==> src/kshd_map.svh <==
// Register offsets, reset values and field positions for the key-sense and host data ports.
// Assumes inclusion by the package and by the design files that decode the APB address.
`ifndef KSHD_MAP_SVH
`define KSHD_MAP_SVH
`define KSHD_OFS_PA_OUT 16'hFFAA
`define KSHD_OFS_PA_DIR 16'hFFAB
`define KSHD_OFS_PB_OUT 16'hFFBC
`define KSHD_OFS_PB_PIN 16'hFFBD
`define KSHD_OFS_PB_DIR 16'hFFBE
`define KSHD_OFS_CTRL 16'hFFC4
`define KSHD_OFS_STAT 16'hFFC8
`define KSHD_RST_BYTE 8'h00
`define KSHD_CTRL_TWS 0
`define KSHD_CTRL_HIE 1
`define KSHD_CTRL_HWSTBY 2
`define KSHD_CTRL_SWSTBY 3
`define KSHD_MODE_LO 4
`define KSHD_MODE_HI 5
`define KSHD_CTRL_MASK 32'h0000003F
`define KSHD_CTRL_RST 6'h30
`endif

==> src/kshd_pkg.sv <==
// Types shared by the port block and its pin stage.
// Assumes the map header lies in the include path.
`include "kshd_map.svh"
package kshd_pkg;
    typedef logic [7:0] kshd_byte_t;
    typedef enum logic [1:0] {
        KSHD_MODE1 = 2'h1,
        KSHD_MODE2 = 2'h2,
        KSHD_MODE3 = 2'h3
    } kshd_mode_e;
    typedef struct packed {
        kshd_byte_t dout;
        kshd_byte_t oe;
        kshd_byte_t pull;
    } kshd_pin_drive_s;
    // Field order puts the mode in bits 5:4 and the two-wire select in bit 0.
    typedef struct packed {
        kshd_mode_e mode;
        logic sw_standby;
        logic hw_standby;
        logic host_port_enable;
        logic twowire_buffer_select;
    } kshd_ctrl_s;
endpackage

==> src/kshd_pin_sync.sv <==
// Two-stage synchroniser for an eight-bit group of pin levels.
// Assumes the pins are asynchronous to pclk.
`timescale 1ns/1ps
`default_nettype none
module kshd_pin_sync
    import kshd_pkg::*;
(
    input wire logic pclk, // System clock.
    input wire logic presetn, // Asynchronous reset, active low.
    input wire logic [7:0] pin_in, // Raw pin levels.
    output logic [7:0] pin_sync // Synchronised pin levels.
);
    logic [7:0] meta_r;

    always_ff @(posedge pclk or negedge presetn) begin
        if (!presetn) begin
            meta_r <= `KSHD_RST_BYTE;
            pin_sync <= `KSHD_RST_BYTE;
        end else begin
            meta_r <= pin_in;
            pin_sync <= meta_r;
        end
    end
endmodule
`default_nettype wire

==> src/kshd_ports.sv <==
// Key-sense port and host data port: registers, pin drivers, pull-ups, APB slave.
// Assumes an APB master on pclk; pins and port-seven levels are asynchronous inputs.
`timescale 1ns/1ps
`default_nettype none
module kshd_ports
    import kshd_pkg::*;
(
    input wire logic pclk, // System clock, 100 MHz.
    input wire logic presetn, // Asynchronous reset, active low.
    input wire logic psel, // APB select.
    input wire logic penable, // APB access phase.
    input wire logic pwrite, // APB write.
    input wire logic [15:0] paddr, // APB byte address.
    input wire logic [31:0] pwdata, // APB write data.
    output logic [31:0] prdata, // APB read data.
    output logic pready, // APB ready.
    output logic pslverr, // APB error for unmapped address.
    input wire logic [7:0] pa_pin_i, // Port A pin levels.
    output logic [7:0] pa_pin_o, // Port A output level.
    output logic [7:0] pa_pin_oe, // Port A output enable.
    output logic [7:0] pa_pullup_en, // Port A pull-up enable.
    output logic [3:0] pa_bus_buffer_en, // Pins 7..4 in bus-buffer drive.
    output logic [7:0] key_sense_input, // Key-sense levels.
    input wire logic [7:0] pb_pin_i, // Port B pin levels.
    output logic [7:0] pb_pin_o, // Port B output level.
    output logic [7:0] pb_pin_oe, // Port B output enable.
    output logic [7:0] pb_pullup_en, // Port B pull-up enable.
    output logic host_data_bus_sel, // Port B handed to host data bus.
    input wire logic [7:0] port_seven_pin_i // Port seven pin levels.
);
    kshd_byte_t porta_output_latch_r, porta_direction_r;
    kshd_byte_t portb_output_latch_r, portb_direction_r;
    kshd_ctrl_s ctrl_r;
    kshd_byte_t pa_sync, pb_sync, p7_sync;
    kshd_pin_drive_s pa_drv, pb_drv;
    kshd_byte_t pb_pull_nxt;
    logic wr_en, rd_en, addr_ok, hw_clr, slave_mode;
    logic [31:0] rdata_nxt;

    // A write is taken on the access-phase edge and a read on the setup-phase edge; the slave never waits.
    function automatic logic is_mapped(input logic [15:0] a);
        case (a)
            `KSHD_OFS_PA_OUT, `KSHD_OFS_PA_DIR, `KSHD_OFS_PB_OUT, `KSHD_OFS_PB_PIN,
            `KSHD_OFS_PB_DIR, `KSHD_OFS_CTRL, `KSHD_OFS_STAT: is_mapped = 1'b1;
            default: is_mapped = 1'b0;
        endcase
    endfunction

    // Pull-up is on only for an input pin whose latch bit is one.
    function automatic kshd_byte_t pull_of(input kshd_byte_t lat, input kshd_byte_t dir);
        pull_of = lat & ~dir;
    endfunction

    kshd_pin_sync u_sync_pa (
        .pclk(pclk),
        .presetn(presetn),
        .pin_in(pa_pin_i),
        .pin_sync(pa_sync)
    );
    kshd_pin_sync u_sync_pb (
        .pclk(pclk),
        .presetn(presetn),
        .pin_in(pb_pin_i),
        .pin_sync(pb_sync)
    );
    kshd_pin_sync u_sync_p7 (
        .pclk(pclk),
        .presetn(presetn),
        .pin_in(port_seven_pin_i),
        .pin_sync(p7_sync)
    );

    assign addr_ok = is_mapped(paddr);
    assign wr_en = psel && penable && pwrite && addr_ok;
    assign rd_en = psel && !pwrite;
    assign hw_clr = ctrl_r.hw_standby;
    assign slave_mode = ctrl_r.host_port_enable && (ctrl_r.mode != KSHD_MODE3);

    // Hardware standby clears the port registers like a reset; software standby keeps them.
    always_ff @(posedge pclk or negedge presetn) begin
        if (!presetn) begin
            porta_direction_r <= `KSHD_RST_BYTE;
        end else if (hw_clr) begin
            porta_direction_r <= `KSHD_RST_BYTE;
        end else if (wr_en && paddr == `KSHD_OFS_PA_DIR) begin
            porta_direction_r <= pwdata[7:0];
        end
    end

    always_ff @(posedge pclk or negedge presetn) begin
        if (!presetn) begin
            porta_output_latch_r <= `KSHD_RST_BYTE;
        end else if (hw_clr) begin
            porta_output_latch_r <= `KSHD_RST_BYTE;
        end else if (wr_en && paddr == `KSHD_OFS_PA_OUT) begin
            porta_output_latch_r <= pwdata[7:0];
        end
    end

    always_ff @(posedge pclk or negedge presetn) begin
        if (!presetn) begin
            portb_direction_r <= `KSHD_RST_BYTE;
        end else if (hw_clr) begin
            portb_direction_r <= `KSHD_RST_BYTE;
        end else if (wr_en && paddr == `KSHD_OFS_PB_DIR) begin
            portb_direction_r <= pwdata[7:0];
        end
    end

    always_ff @(posedge pclk or negedge presetn) begin
        if (!presetn) begin
            portb_output_latch_r <= `KSHD_RST_BYTE;
        end else if (hw_clr) begin
            portb_output_latch_r <= `KSHD_RST_BYTE;
        end else if (wr_en && paddr == `KSHD_OFS_PB_OUT) begin
            portb_output_latch_r <= pwdata[7:0];
        end
    end

    // Control holds the two-wire select, host enable, standby states and operating mode.
    always_ff @(posedge pclk or negedge presetn) begin
        if (!presetn) begin
            ctrl_r <= kshd_ctrl_s'(`KSHD_CTRL_RST);
        end else if (wr_en && paddr == `KSHD_OFS_CTRL) begin
            ctrl_r <= kshd_ctrl_s'(pwdata[`KSHD_MODE_HI:0]);
            if (pwdata[`KSHD_MODE_HI:`KSHD_MODE_LO] == 2'h0) begin
                ctrl_r.mode <= ctrl_r.mode;
            end
        end
    end

    // Port A drive is the same in every mode; output when the direction bit is one.
    always_comb begin
        pa_drv.dout = porta_output_latch_r;
        pa_drv.oe = porta_direction_r;
        pa_drv.pull = pull_of(porta_output_latch_r, porta_direction_r);
        pb_drv.dout = portb_output_latch_r;
        pb_drv.oe = slave_mode ? `KSHD_RST_BYTE : portb_direction_r;
        pb_drv.pull = pull_of(portb_output_latch_r, portb_direction_r);
        // In software standby the port B pull-ups freeze at their previous state.
        pb_pull_nxt = ctrl_r.sw_standby ? pb_pullup_en : pb_drv.pull;
    end

    always_ff @(posedge pclk or negedge presetn) begin
        if (!presetn) begin
            pa_pin_o <= `KSHD_RST_BYTE;
            pa_pin_oe <= `KSHD_RST_BYTE;
            pb_pin_o <= `KSHD_RST_BYTE;
            pb_pin_oe <= `KSHD_RST_BYTE;
            host_data_bus_sel <= 1'b0;
            pa_bus_buffer_en <= 4'h0;
        end else begin
            pa_pin_o <= pa_drv.dout;
            pa_pin_oe <= pa_drv.oe;
            pb_pin_o <= pb_drv.dout;
            pb_pin_oe <= pb_drv.oe;
            host_data_bus_sel <= slave_mode;
            pa_bus_buffer_en <= {4{ctrl_r.twowire_buffer_select}};
        end
    end

    always_ff @(posedge pclk or negedge presetn) begin
        if (!presetn) begin
            pa_pullup_en <= `KSHD_RST_BYTE;
            pb_pullup_en <= `KSHD_RST_BYTE;
        end else if (hw_clr) begin
            pa_pullup_en <= `KSHD_RST_BYTE;
            pb_pullup_en <= `KSHD_RST_BYTE;
        end else begin
            pa_pullup_en <= pa_drv.pull;
            pb_pullup_en <= pb_pull_nxt;
        end
    end

    // Key-sense sees the pin level whatever the direction.
    always_ff @(posedge pclk or negedge presetn) begin
        if (!presetn) begin
            key_sense_input <= `KSHD_RST_BYTE;
        end else begin
            key_sense_input <= pa_sync;
        end
    end

    always_comb begin
        rdata_nxt = 32'h00000000;
        case (paddr)
            `KSHD_OFS_PA_OUT: rdata_nxt[7:0] = porta_output_latch_r;
            `KSHD_OFS_PA_DIR: rdata_nxt[7:0] = pa_sync;
            `KSHD_OFS_PB_OUT: rdata_nxt[7:0] = portb_output_latch_r;
            `KSHD_OFS_PB_PIN: rdata_nxt[7:0] = pb_sync;
            `KSHD_OFS_PB_DIR: rdata_nxt[7:0] = p7_sync;
            `KSHD_OFS_CTRL: rdata_nxt = {26'h0000000, ctrl_r};
            `KSHD_OFS_STAT: rdata_nxt = {8'h00, porta_direction_r, portb_direction_r,
                                         7'h00, slave_mode};
            default: rdata_nxt = 32'h00000000;
        endcase
    end

    // Setup cycle registers the answer so it stands during the access phase.
    always_ff @(posedge pclk or negedge presetn) begin
        if (!presetn) begin
            prdata <= 32'h00000000;
            pready <= 1'b0;
            pslverr <= 1'b0;
        end else begin
            pready <= psel && !penable;
            pslverr <= psel && !penable && !addr_ok;
            if (rd_en && !penable) begin
                prdata <= rdata_nxt;
            end
        end
    end

    a_pa_dir_write: assert property (@(posedge pclk) disable iff (!presetn)
        wr_en && paddr == `KSHD_OFS_PA_DIR && !hw_clr |=> porta_direction_r == $past(pwdata[7:0]))
        else $error("port A direction write lost");
    a_pa_oe_follow: assert property (@(posedge pclk) disable iff (!presetn)
        pa_pin_oe == $past(porta_direction_r))
        else $error("port A enable does not follow direction");
    a_pa_pull_rule: assert property (@(posedge pclk) disable iff (!presetn)
        !$past(hw_clr) |-> pa_pullup_en == ($past(porta_output_latch_r) & ~$past(porta_direction_r)))
        else $error("port A pull-up wrong");
    a_hw_pull_off: assert property (@(posedge pclk) disable iff (!presetn)
        hw_clr |=> pa_pullup_en == 8'h00 && pb_pullup_en == 8'h00)
        else $error("pull-ups on in hardware standby");
    a_hw_dir_clr: assert property (@(posedge pclk) disable iff (!presetn)
        hw_clr |=> porta_direction_r == 8'h00 && portb_direction_r == 8'h00)
        else $error("direction not cleared in hardware standby");
    a_sw_pull_hold: assert property (@(posedge pclk) disable iff (!presetn)
        ctrl_r.sw_standby && !hw_clr |=> $stable(pb_pullup_en))
        else $error("port B pull-up changed in software standby");
    a_slave_no_drive: assert property (@(posedge pclk) disable iff (!presetn)
        slave_mode |=> pb_pin_oe == 8'h00 && host_data_bus_sel)
        else $error("port B driven in slave mode");
    a_pb_dir_read: assert property (@(posedge pclk) disable iff (!presetn)
        psel && !penable && !pwrite && paddr == `KSHD_OFS_PB_DIR
        |=> prdata == {24'h000000, $past(p7_sync)})
        else $error("port B direction read not port seven");
    a_bb_follow: assert property (@(posedge pclk) disable iff (!presetn)
        ctrl_r.twowire_buffer_select |=> pa_bus_buffer_en == 4'hF)
        else $error("bus buffer not enabled");

    // The checks below tie the port latch and direction registers, the pin and latch reads and the pin drives to their sources.

    a_pa_lat_write: assert property (@(posedge pclk) disable iff (!presetn)
        wr_en && paddr == `KSHD_OFS_PA_OUT && !hw_clr
        |=> porta_output_latch_r == $past(pwdata[7:0]))
        else $error("port A latch write lost");

    a_pb_lat_write: assert property (@(posedge pclk) disable iff (!presetn)
        wr_en && paddr == `KSHD_OFS_PB_OUT && !hw_clr
        |=> portb_output_latch_r == $past(pwdata[7:0]))
        else $error("port B latch write lost");

    a_pb_dir_write: assert property (@(posedge pclk) disable iff (!presetn)
        wr_en && paddr == `KSHD_OFS_PB_DIR && !hw_clr
        |=> portb_direction_r == $past(pwdata[7:0]))
        else $error("port B direction write lost");

    a_hw_lat_clr: assert property (@(posedge pclk) disable iff (!presetn)
        hw_clr |=> porta_output_latch_r == 8'h00 && portb_output_latch_r == 8'h00)
        else $error("latch not cleared in hardware standby");

    a_pa_pin_read: assert property (@(posedge pclk) disable iff (!presetn)
        psel && !penable && !pwrite && paddr == `KSHD_OFS_PA_DIR
        |=> prdata == {24'h000000, $past(pa_sync)})
        else $error("port A pin read wrong");

    a_pb_pin_read: assert property (@(posedge pclk) disable iff (!presetn)
        psel && !penable && !pwrite && paddr == `KSHD_OFS_PB_PIN
        |=> prdata == {24'h000000, $past(pb_sync)})
        else $error("port B pin read wrong");

    a_pa_lat_read: assert property (@(posedge pclk) disable iff (!presetn)
        psel && !penable && !pwrite && paddr == `KSHD_OFS_PA_OUT
        |=> prdata == {24'h000000, $past(porta_output_latch_r)})
        else $error("port A latch read wrong");

    a_pb_lat_read: assert property (@(posedge pclk) disable iff (!presetn)
        psel && !penable && !pwrite && paddr == `KSHD_OFS_PB_OUT
        |=> prdata == {24'h000000, $past(portb_output_latch_r)})
        else $error("port B latch read wrong");

    a_ks_follow: assert property (@(posedge pclk) disable iff (!presetn)
        key_sense_input == $past(pa_sync))
        else $error("key-sense does not follow pins");

    a_pb_oe_gpio: assert property (@(posedge pclk) disable iff (!presetn)
        !slave_mode |=> pb_pin_oe == $past(portb_direction_r) && !host_data_bus_sel)
        else $error("port B not general I/O outside slave mode");

    a_pb_oe_mode3: assert property (@(posedge pclk) disable iff (!presetn)
        ctrl_r.mode == KSHD_MODE3 |=> pb_pin_oe == $past(portb_direction_r))
        else $error("port B enable wrong in mode three");

    a_pb_pull_rule: assert property (@(posedge pclk) disable iff (!presetn)
        !ctrl_r.sw_standby && !hw_clr
        |=> pb_pullup_en == ($past(portb_output_latch_r) & ~$past(portb_direction_r)))
        else $error("port B pull-up wrong");

    a_bb_off: assert property (@(posedge pclk) disable iff (!presetn)
        !ctrl_r.twowire_buffer_select |=> pa_bus_buffer_en == 4'h0)
        else $error("bus buffer on while not selected");

    a_pa_out_follow: assert property (@(posedge pclk) disable iff (!presetn)
        pa_pin_o == $past(porta_output_latch_r))
        else $error("port A output does not follow latch");

    a_pb_out_follow: assert property (@(posedge pclk) disable iff (!presetn)
        pb_pin_o == $past(portb_output_latch_r))
        else $error("port B output does not follow latch");

    a_sw_dir_keep: assert property (@(posedge pclk) disable iff (!presetn)
        ctrl_r.sw_standby && !hw_clr && !wr_en
        |=> $stable(porta_direction_r) && $stable(portb_direction_r))
        else $error("direction changed in software standby");

    a_ready_access: assert property (@(posedge pclk) disable iff (!presetn)
        psel && !penable |=> pready)
        else $error("ready missing in access phase");

    a_err_unmapped: assert property (@(posedge pclk) disable iff (!presetn)
        psel && !penable && !addr_ok |=> pslverr && pready)
        else $error("no error for unmapped address");

    c_pa_write: cover property (@(posedge pclk) disable iff (!presetn)
        wr_en && paddr == `KSHD_OFS_PA_DIR);
    c_slave: cover property (@(posedge pclk) disable iff (!presetn) slave_mode);
    c_sw_stby: cover property (@(posedge pclk) disable iff (!presetn)
        ctrl_r.sw_standby && pb_pullup_en != 8'h00);
    c_hw_stby: cover property (@(posedge pclk) disable iff (!presetn) hw_clr);
    c_bus_buffer: cover property (@(posedge pclk) disable iff (!presetn)
        ctrl_r.twowire_buffer_select);
endmodule
`default_nettype wire

==> config.mk <==
export PLATFORM = sky130hd
export DESIGN_NAME = kshd_ports
export DESIGN_NICKNAME = d
export VERILOG_FILES = /design/src/kshd_pkg.sv /design/src/kshd_pin_sync.sv /design/src/kshd_ports.sv
export VERILOG_INCLUDE_DIRS = /design/src
export SDC_FILE = /design/constraint.sdc
export NUM_CORES = 1
export LEC_CHECK = 0
export ABC_AREA = 1
export BUFFER_PORTS_ARGS = -buffer_cell sky130_fd_sc_hd__buf_2
export CAP_MARGIN = 30
export CORE_MARGIN = 4
export CORE_UTILIZATION = 55
export CTS_CLUSTER_DIAMETER = 120
export CTS_CLUSTER_SIZE = 20
export DETAILED_ROUTE_END_ITERATION = 12
export GPL_TIMING_DRIVEN = 0
export PLACE_DENSITY = 0.83
export RECOVER_POWER = 25
export REMOVE_ABC_BUFFERS = 1
export SETUP_SLACK_MARGIN = 0.2
export SLEW_MARGIN = 20
export SYNTH_ARGS = -nofsm -noshare
export SYNTH_HDL_FRONTEND = slang
export SYNTH_HIERARCHICAL = 1
export SYNTH_SLANG_ARGS = --single-unit
==> constraint.sdc <==
create_clock -name pclk -period 3.35 [get_ports pclk]
set_input_delay 0.67 -clock pclk [delete_from_list [all_inputs] [get_ports pclk]]
set_output_delay 0.67 -clock pclk [all_outputs]
set_load 0.03 [all_outputs]
==> results of run 1 <==
stage by stage:
step           utilization [%]  std cells
6_report                  67.9        914
3_3_place_gp              62.3        879
4_1_cts                   67.7        912
3_5_place_dp              62.7        880
5_1_grt                   67.9        914
2_1_floorplan                -        597
layer usage:
layer / vias to the layer above / wire (um) / GRT usage, %
li1: 2193 / - / -
met1: 2168 / 5550 / 27.9
met2: 179 / 6800 / 34.4
met3: 31 / 1040 / 5.33
met4: 0 / 363 / 10.2
met5: - / 0 / 0
kinds of logic after synthesis:
kind of cell           after synthesis  synth area share (%)
AO/OA/AOI/OAI                       41                  4.14
buffers and inverters               93                  6.80
flip-flops                         170                  66.5
other                                1                0.0586
AND/OR/NAND/NOR                    312                  22.5
power breakdown:
group	internal, mW	switching, mW	leakage, nW
clock network	1.07	0.796	0.279
registers	2.09	0.0115	2.14
logic	0.0387	0.110	1.78
worst paths after layout:
kind                                           from                      end  slack (ps)  cells after the start
worst max-delay path                           psel               prdata[13]        1050                      8
worst min-delay path            u_sync_p7/meta_r[6]    u_sync_p7/pin_sync[6]         340                      0
worst max register to register               hw_clr  porta_output_latch_r[6]        1510                      6
worst min register to register  u_sync_p7/meta_r[6]    u_sync_p7/pin_sync[6]         340                      0
max in group asynchronous                   presetn                ctrl_r[4]        1380                      2
min in group asynchronous                   presetn             pa_pin_oe[7]         760                      1
cells in the final DEF (no fill, tap or decap), types with 3 or more instances in the layout:
cell       netlist  final
buf_2            0    137
o21ai_2          8      8
nand2_4          3      3
nand2_1        183    183
nand4_1          9      9
nor2_2           4      5
inv_2            7      7
o21ai_0         17     17
and3_1           5      5
a21oi_1          5      5
inv_1           56     56
dfrtp_1        168    168
clkinv_4         0      3
clkbuf_16        0     18
nand2_2          8      8
nor2_4           4      4
nand3_1         44     44
nor2_1          43     42
clkinv_2         0      3
o31ai_1          8      8
conb_1           1      8
nand3_4          4      4
cell type report:
class,instances,area (sq um)
Clock inverter,12,115
Inverter,66,250
Timing Repair Buffer,142,762
Clock buffer,20,457
Fill cell,871,3660
Sequential cell,170,4260
Multi-Input combinational cell,361,1740
Tap cell,143,179
==> results.py, run 1 <==
metrics = {
    "route": {
        "vias": 4571,
        "post-route-drc-count": 0,
        "antenna_violating_nets_post_route": 0,
        "post_drt_via_cell_ratio": 5.00,
        "routed_wirelength_um": 13800,
        "drt-initial-drc-count": 337,
        "detailedRoute.firstPassIterationCount": 5,
        "route.detailed.wl_per_inst_um": 15.0,
    },
    "sta": {
        "fmaxAchievable_ghz": 0.435,
        "totalNegativeSetupSlack_ps": 0,
        "final_period_minus_worst_setup_slack_ps": 2300,
        "worst-slew-pin-transition_ps": 1900,
        "timing.final.setup_violations": 0,
        "max_slew_margin_pct": -26.5,
        "worst_clock_skew_ps": 7.74,
        "drv_slew": 79,
        "period_share_pct": 68.6,
        "grt_setup_unrepaired": "false",
        "timing_hold_violations_final": 0,
        "fin_ws_ps": 1050,
        "minimum_hold_slack_ps": 344,
    },
    "setup_path": {
        "critical_path_class": "in -> reg",
        "cp_max_fo": 25,
        "worstPathCellList": "clkbuf_1 -> inv_1 -> nor2_1 -> inv_1 -> nor2_2 -> inv_1 -> buf_8 -> o31ai_1",
        "crit_path_top_delay_cell": "nor2_2",
        "critical_path.n_buffers_inverters": 5,
        "max_stage_delay_ps": 640,
        "cpLargestDelayFamily": "buffers and inverters",
        "worst_ep_arrival_time_ps": 2610,
        "cp.required_ps": 3670,
        "timing.critical_path.to_type": "flop",
        "cp_common_cell": "inv_1",
        "critical_path_launch_point_type": "input port",
    },
    "floorplanning": {
        "boundaryPins": 172,
        "initial_utilization_pct": 56.1,
        "floorplan.die.height_um": 116,
        "die_span_in_x_um": 116,
        "core_region_area_sq_um": 11400,
        "number_of_rows_created_at_floorplan": 39,
        "die_outline_area_sq_um": 13400,
    },
    "placement": {
        "place_hpwl_um": 9860,
        "gp_congestion": 0.833,
        "buffer_ports.inserted": 139,
        "place_worst_setup_slack_ps": 377,
        "detailed_place.area_sq_um": 7160,
    },
    "run": {
        "cap_violations": 1,
    },
    "power": {
        "ir_drop_v": 0.000360,
        "design_power_total_mw": 4.12,
        "p_leak_nw": 4.20,
        "p_per_area_nw_per_um2": 530,
    },
    "synthesis": {
        "synth_sequential_area_ratio_pct": 66.5,
        "synth_top_cells_by_count": "183 x nand2_1, 168 x dfrtp_1, 56 x inv_1",
        "synth_cells": 617,
        "synth-seq-cells": 170,
        "synth_largest_type_area_fraction_pct": 65.7,
        "yosys.area.top_type": "dfrtp_1",
        "yosys_warnings": 6,
        "asyncSetResetFlopFracSynth_pct": 100,
        "netlist_area_sq_um": 6400,
        "synth.most_common_cell": "nand2_1",
        "dominantRegCellSynth": "dfrtp_1",
        "ys_top_cells_by_area": "dfrtp_1 66%, nand2_1 11%, nand3_1 3.4%",
        "synth_edf_count": 0,
        "syn_area_per_cell_sq_um": 10.4,
        "netlist-cell-type-count": 33,
    },
    "finish": {
        "reg_with_most_ffs": "prdata",
        "area_growth_syn_to_layout_pct": 21.2,
        "largest_register_ff_count": 24,
        "num_antenna_cells": 0,
        "finalNetCount": 835,
        "drive_gt1_share_pct": 28.3,
        "post-route-cell-area_sq_um": 7760,
    },
    "clock_tree": {
        "cts_inserted_buffers": 17,
        "clock_tree_from_tritoncts": "yes",
        "clockRootBuffer": "clkbuf_16",
        "cts_post_setup_buffers_inserted": 0,
        "cts_repair_resize_count": 0,
        "clkSinkCount": 170,
        "clk_pin_slew_worst_paths_ps": 70,
        "htreeDepth": 4,
        "cts_buffer_depth": 2,
        "ctsHoldBuffers": 0,
        "clkLatencyLatePin_ps": 420,
    },
    "grt": {
        "initial_antenna_violation_count": 0,
        "grt_start_max_net_pins": 93,
        "grt_first_pass_wirelength_um": 22100,
        "grt_util_all_layers_pct": 21.5,
        "grt_pass1_vias": 4522,
        "grt_overflow": 0,
    },
    "hold_path": {
        "min-delay-path-class": "reg -> reg",
    },
    "run_status": {
        "status": "finished, violations left",
        "violations": "max-capacitance violations, max-slew violations",
    },
}
Power figures use the tool's default switching activity.
==> inputs of run 2 (changes only) <==
CORE_UTILIZATION = 52   (was 55)
PLACE_DENSITY = 0.79   (was 0.83)
clock period = 2.3 ns   (was 3.35 ns; I/O delays follow)
==> results.py, run 2 (synthesis results as in run 1) <==
metrics = {
    "run_status": {
        "status": "finished, final reports clean",
    },
    "hold_path": {
        "worstHoldPathCells": 1,
        "min-delay-start": "pa_pin_i[7]",
        "min-delay-path-class": "in -> reg",
        "worstHoldEndpoint": "u_sync_pa/meta_r[7]",
    },
    "power": {
        "p_leak_nw": 4.19,
        "p_per_area_nw_per_um2": 784,
        "ir_drop_v": 0.000452,
    },
    "sta": {
        "timing.final.setup_violations": 0,
        "fmaxAchievable_ghz": 0.500,
        "worst-slew-pin-transition_ps": 852,
        "final_period_minus_worst_setup_slack_ps": 2000,
        "worst_clock_skew_ps": 9.96,
        "totalNegativeSetupSlack_ps": 0,
        "drv_slew": 0,
        "grt_setup_unrepaired": "false",
        "period_share_pct": 86.9,
        "timing_hold_violations_final": 0,
        "max_slew_margin_pct": 43.2,
        "fin_ws_ps": 301,
    },
    "grt": {
        "global_route.peak_usage_layer": "met2",
        "grt_util_all_layers_pct": 20.7,
        "grt_overflow": 0,
        "use_met1_pct": 27.4,
        "initial_antenna_violation_count": 0,
        "grt_start_max_net_pins": 104,
        "grtUsageMet2_pct": 33.6,
        "grt_pass1_vias": 4526,
        "grt_first_pass_wirelength_um": 22900,
        "m3_gr_usage_pct": 5.60,
    },
    "setup_path": {
        "r2r-end": "porta_output_latch_r[6]",
        "ff2ff_path_depth": 5,
        "timing.reg2reg.setup_slack_ps": 630,
        "critical_path_class": "in -> reg",
        "cp.required_ps": 2610,
        "critical_path_launch_point_type": "input port",
        "cp_max_fo": 18,
        "timing.critical_path.to_type": "flop",
        "reg2reg_from": "hw_clr",
        "worst_ep_arrival_time_ps": 2310,
    },
    "floorplanning": {
        "die_span_in_x_um": 119,
        "die_outline_area_sq_um": 14100,
        "number_of_rows_created_at_floorplan": 40,
        "boundaryPins": 172,
        "floorplan.die.height_um": 119,
        "initial_utilization_pct": 53.3,
        "core_region_area_sq_um": 12000,
    },
    "clock_tree": {
        "clockRootBuffer": "clkbuf_16",
        "clkLatencyLatePin_ps": 430,
        "clkSinkCount": 170,
        "clk_pin_slew_worst_paths_ps": 70,
        "cts_buffer_depth": 2,
        "clock_tree_from_tritoncts": "yes",
        "htreeDepth": 4,
        "cts_inserted_buffers": 17,
    },
    "route": {
        "detailedRoute.firstPassIterationCount": 5,
        "post-route-drc-count": 0,
        "antenna_violating_nets_post_route": 0,
        "drt-initial-drc-count": 362,
        "route.detailed.wl_per_inst_um": 15.3,
        "vias": 4546,
        "routed_wirelength_um": 14000,
        "post_drt_via_cell_ratio": 4.95,
    },
    "placement": {
        "place_worst_setup_slack_ps": -574,
        "place_hpwl_um": 9910,
        "buffer_ports.inserted": 139,
        "detailed_place.area_sq_um": 7160,
        "gp_congestion": 0.802,
    },
    "finish": {
        "nFillCells": 955,
        "drive_gt1_share_pct": 28.4,
        "finalNetCount": 835,
        "multi_input_area_sq_um": 1740,
        "reg_with_most_ffs": "prdata",
        "post-route-cell-area_sq_um": 7780,
        "leading_cell_type_in_the_layout_fill_and_taps_excluded": "nand2_1",
        "area_growth_syn_to_layout_pct": 21.5,
        "num_antenna_cells": 0,
        "regArea_sq_um": 4260,
        "largest_register_ff_count": 24,
        "layout.cells.most_common_list": "183 x nand2_1, 168 x dfrtp_1, 137 x buf_2, 55 x inv_1, 44 x nand3_1",
        "final_core_utilization_pct": 64.8,
    },
    "run": {
        "cap_violations": 0,
    },
}
## run 2: worst max-delay path: stages
cell	delay [ps]
buf_2	70
inv_1	50
nor2_1	130
inv_1	100
nor2_4	500
clkinvlp_4	560
o31ai_1	410
## run 2: cell type report
class | instances | share of cell area, %
Sequential cell | 170 | 54.7
Timing Repair Buffer | 141 | 9.54
Tap cell | 147 | 2.36
Clock buffer | 18 | 5.52
Inverter | 66 | 3.30
Timing Repair inverter | 1 | 0.0965
Clock inverter | 14 | 2.04
Multi-Input combinational cell | 361 | 22.4
## run 2: per-stage QoR
stage	instances	hold slack (ps)	power [mW]
global placement	883	331	3.32
global route	918	121	6.30
detailed placement	884	335	3.34
finish	918	137	6.10
CTS	918	123	6.15
floorplan	597	164	3.19
## run 2: worst max path at each step
stage,end,startpoint
after floorplan,portb_output_latch_r[7],psel
after global placement,prdata[10],presetn
after detailed placement,prdata[9],psel
after CTS,porta_output_latch_r[6],hw_clr
after global routing,prdata[9],psel
final,prdata[9],psel
## run 2: what timing repair did
action,CTS,global route
setup buffers,0,0
resized for setup,4,1
hold buffers,1,0
setup endpoints to repair,64,8
cloned,1,0
endpoints found under the hold margin,30,0
## run 2: where the power goes
part	internal, mW	switching, mW
clock	1.62	1.19
sequential	3.04	0.0159
combinational	0.0580	0.165
## run 2: routing by layer
metal / vias up / wire, um
met5: - / 0
met4: 0 / 242
met3: 21 / 1080
met2: 190 / 6850
met1: 2138 / 5840
li1: 2197 / -
==> inputs of run 3 (changes only) <==
RECOVER_POWER = 100   (was 25)
==> results.py, run 3 (synthesis results as in run 1) <==
metrics = {
    "grt": {
        "grt_overflow": 0,
        "grt_start_max_net_pins": 104,
        "global_route.peak_usage_layer": "met2",
        "use_met1_pct": 27.4,
        "grtUsageMet2_pct": 33.6,
        "initial_antenna_violation_count": 0,
        "grt_first_pass_wirelength_um": 22900,
        "grt_pass1_vias": 4526,
        "grt_util_all_layers_pct": 20.7,
        "m3_gr_usage_pct": 5.60,
    },
    "route": {
        "post_drt_via_cell_ratio": 4.97,
        "post-route-drc-count": 0,
        "route.detailed.wl_per_inst_um": 15.4,
        "routed_wirelength_um": 14200,
        "antenna_violating_nets_post_route": 0,
        "vias": 4558,
        "drt-initial-drc-count": 326,
        "detailedRoute.firstPassIterationCount": 5,
    },
    "sta": {
        "totalNegativeSetupSlack_ps": 0,
        "final_period_minus_worst_setup_slack_ps": 2030,
        "fmaxAchievable_ghz": 0.493,
        "drv_slew": 0,
        "grt_setup_unrepaired": "false",
        "max_slew_margin_pct": 41.7,
        "worst-slew-pin-transition_ps": 874,
        "worst_clock_skew_ps": 8.61,
        "timing.final.setup_violations": 0,
        "timing_hold_violations_final": 0,
        "fin_ws_ps": 270,
        "period_share_pct": 88.3,
    },
    "setup_path": {
        "critical_path.startpoint": "psel",
        "ff2ff_path_depth": 5,
        "timing.critical_path.depth": 7,
        "cp.required_ps": 2610,
        "max_stage_delay_ps": 570,
        "critical_path_launch_point_type": "input port",
        "cpLargestDelayFamily": "buffers and inverters",
        "worstPathCellList": "buf_2 -> inv_1 -> nor2_1 -> inv_1 -> nor2_4 -> clkinvlp_4 -> o31ai_1",
        "timing.reg2reg.setup_slack_ps": 620,
        "r2r-end": "porta_output_latch_r[6]",
        "worst_ep_arrival_time_ps": 2340,
        "cp_max_fo": 18,
        "critical_path_class": "in -> reg",
        "critical_path.n_buffers_inverters": 4,
        "cp_common_cell": "inv_1",
        "crit_path_top_delay_cell": "clkinvlp_4",
        "reg2reg_from": "hw_clr",
        "timing.critical_path.to_type": "flop",
    },
    "finish": {
        "largest_register_ff_count": 24,
        "finalNetCount": 835,
        "regArea_sq_um": 4260,
        "nFillCells": 1002,
        "layout.cells.most_common_list": "186 x nand2_1, 168 x dfrtp_1, 89 x clkbuf_1, 57 x inv_1, 50 x buf_2",
        "final_core_utilization_pct": 63.2,
        "reg_with_most_ffs": "prdata",
        "area_growth_syn_to_layout_pct": 18.6,
        "leading_cell_type_in_the_layout_fill_and_taps_excluded": "nand2_1",
        "num_antenna_cells": 0,
        "multi_input_area_sq_um": 1680,
        "drive_gt1_share_pct": 15.3,
    },
    "power": {
        "p_per_area_nw_per_um2": 803,
        "p_leak_nw": 3.85,
        "ir_drop_v": 0.000449,
    },
    "clock_tree": {
        "htreeDepth": 4,
        "clockRootBuffer": "clkbuf_16",
        "clkLatencyLatePin_ps": 430,
        "cts_buffer_depth": 2,
        "cts_post_setup_buffers_inserted": 0,
        "clkSinkCount": 170,
        "clk_pin_slew_worst_paths_ps": 60,
        "cts_inserted_buffers": 17,
        "clock_tree_from_tritoncts": "yes",
    },
    "run_status": {
        "status": "finished, final reports clean",
    },
    "floorplanning": {
        "initial_utilization_pct": 53.3,
        "die_outline_area_sq_um": 14100,
        "floorplan.die.height_um": 119,
        "number_of_rows_created_at_floorplan": 40,
        "core_region_area_sq_um": 12000,
        "boundaryPins": 172,
        "die_span_in_x_um": 119,
    },
    "hold_path": {
        "worstHoldPathCells": 1,
        "min-delay-start": "pa_pin_i[7]",
        "min-delay-path-class": "in -> reg",
        "worstHoldEndpoint": "u_sync_pa/meta_r[7]",
    },
    "placement": {
        "gp_congestion": 0.802,
        "buffer_ports.inserted": 139,
        "place_worst_setup_slack_ps": -574,
        "place_hpwl_um": 9910,
    },
    "run": {
        "cap_violations": 0,
    },
}
## run 3: cell types whose count changed in the layout (fill, tap and decap cells not counted)
cell and change:
o21ai_2 -6, inv_1 +2, nor2_1 +1, buf_6 +1, inv_2 -2, nand3_4 -2
nand2_1 +3, buf_16 -1, o21ai_0 +6, nand3_1 +2, nor2_4 -1, nand2_2 -3
clkbuf_1 +87, buf_2 -87
## run 3: power by group
group	internal (mW)	switching, mW	total, mW
clock	1.62	1.20	2.82
combinational	0.0520	0.162	0.214
sequential	3.04	0.0161	3.06
total	4.72	1.37	6.09
## run 3: repair_timing
action,4_1_cts,5_1_grt
cloned,1,0
gates resized for setup,4,1
hold buffers,1,0
endpoints found under the hold margin,30,0
endpoints found under the setup margin,64,8
## run 3: worst max-delay path by stage
| stage | end |
|---|---|
| 2_1_floorplan | portb_output_latch_r[7] |
| 3_3_place_gp | prdata[10] |
| 3_5_place_dp | prdata[9] |
| 4_1_cts | porta_output_latch_r[6] |
| 5_1_grt | porta_output_latch_r[6] |
| 6_report | prdata[9] |
## run 3: area by class of cell
type / instances / area share [%]
Clock buffer: 18 / 5.65
Clock inverter: 14 / 2.09
Inverter: 66 / 3.38
Multi-Input combinational cell: 361 / 22.1
Sequential cell: 170 / 56.1
Tap cell: 147 / 2.42
Timing Repair Buffer: 141 / 8.13
Timing Repair inverter: 1 / 0.0989
## run 3: through the flow
stage	total power, mW	cells	instance area [sq um]	hold WS (ps)
floorplan	3.19	597	6240	164
global placement	3.32	883	7120	331
detailed placement	3.34	884	7160	335
CTS	6.15	918	7780	123
global route	6.29	918	7590	121
finish	6.09	918	7590	139
## run 3: routing by layer
metal / vias up / wire length (um)
met3: 19 / 1070
met1: 2146 / 6030
li1: 2196 / -
met2: 197 / 6820
met4: 0 / 233
met5: - / 0
## run 3: worst reg2reg max path, delay by kind of cell (launching register included)
kind | cells | cell delay (ps)
flops | 1 | 810
simple gates | 3 | 430
buf+inv | 2 | 340
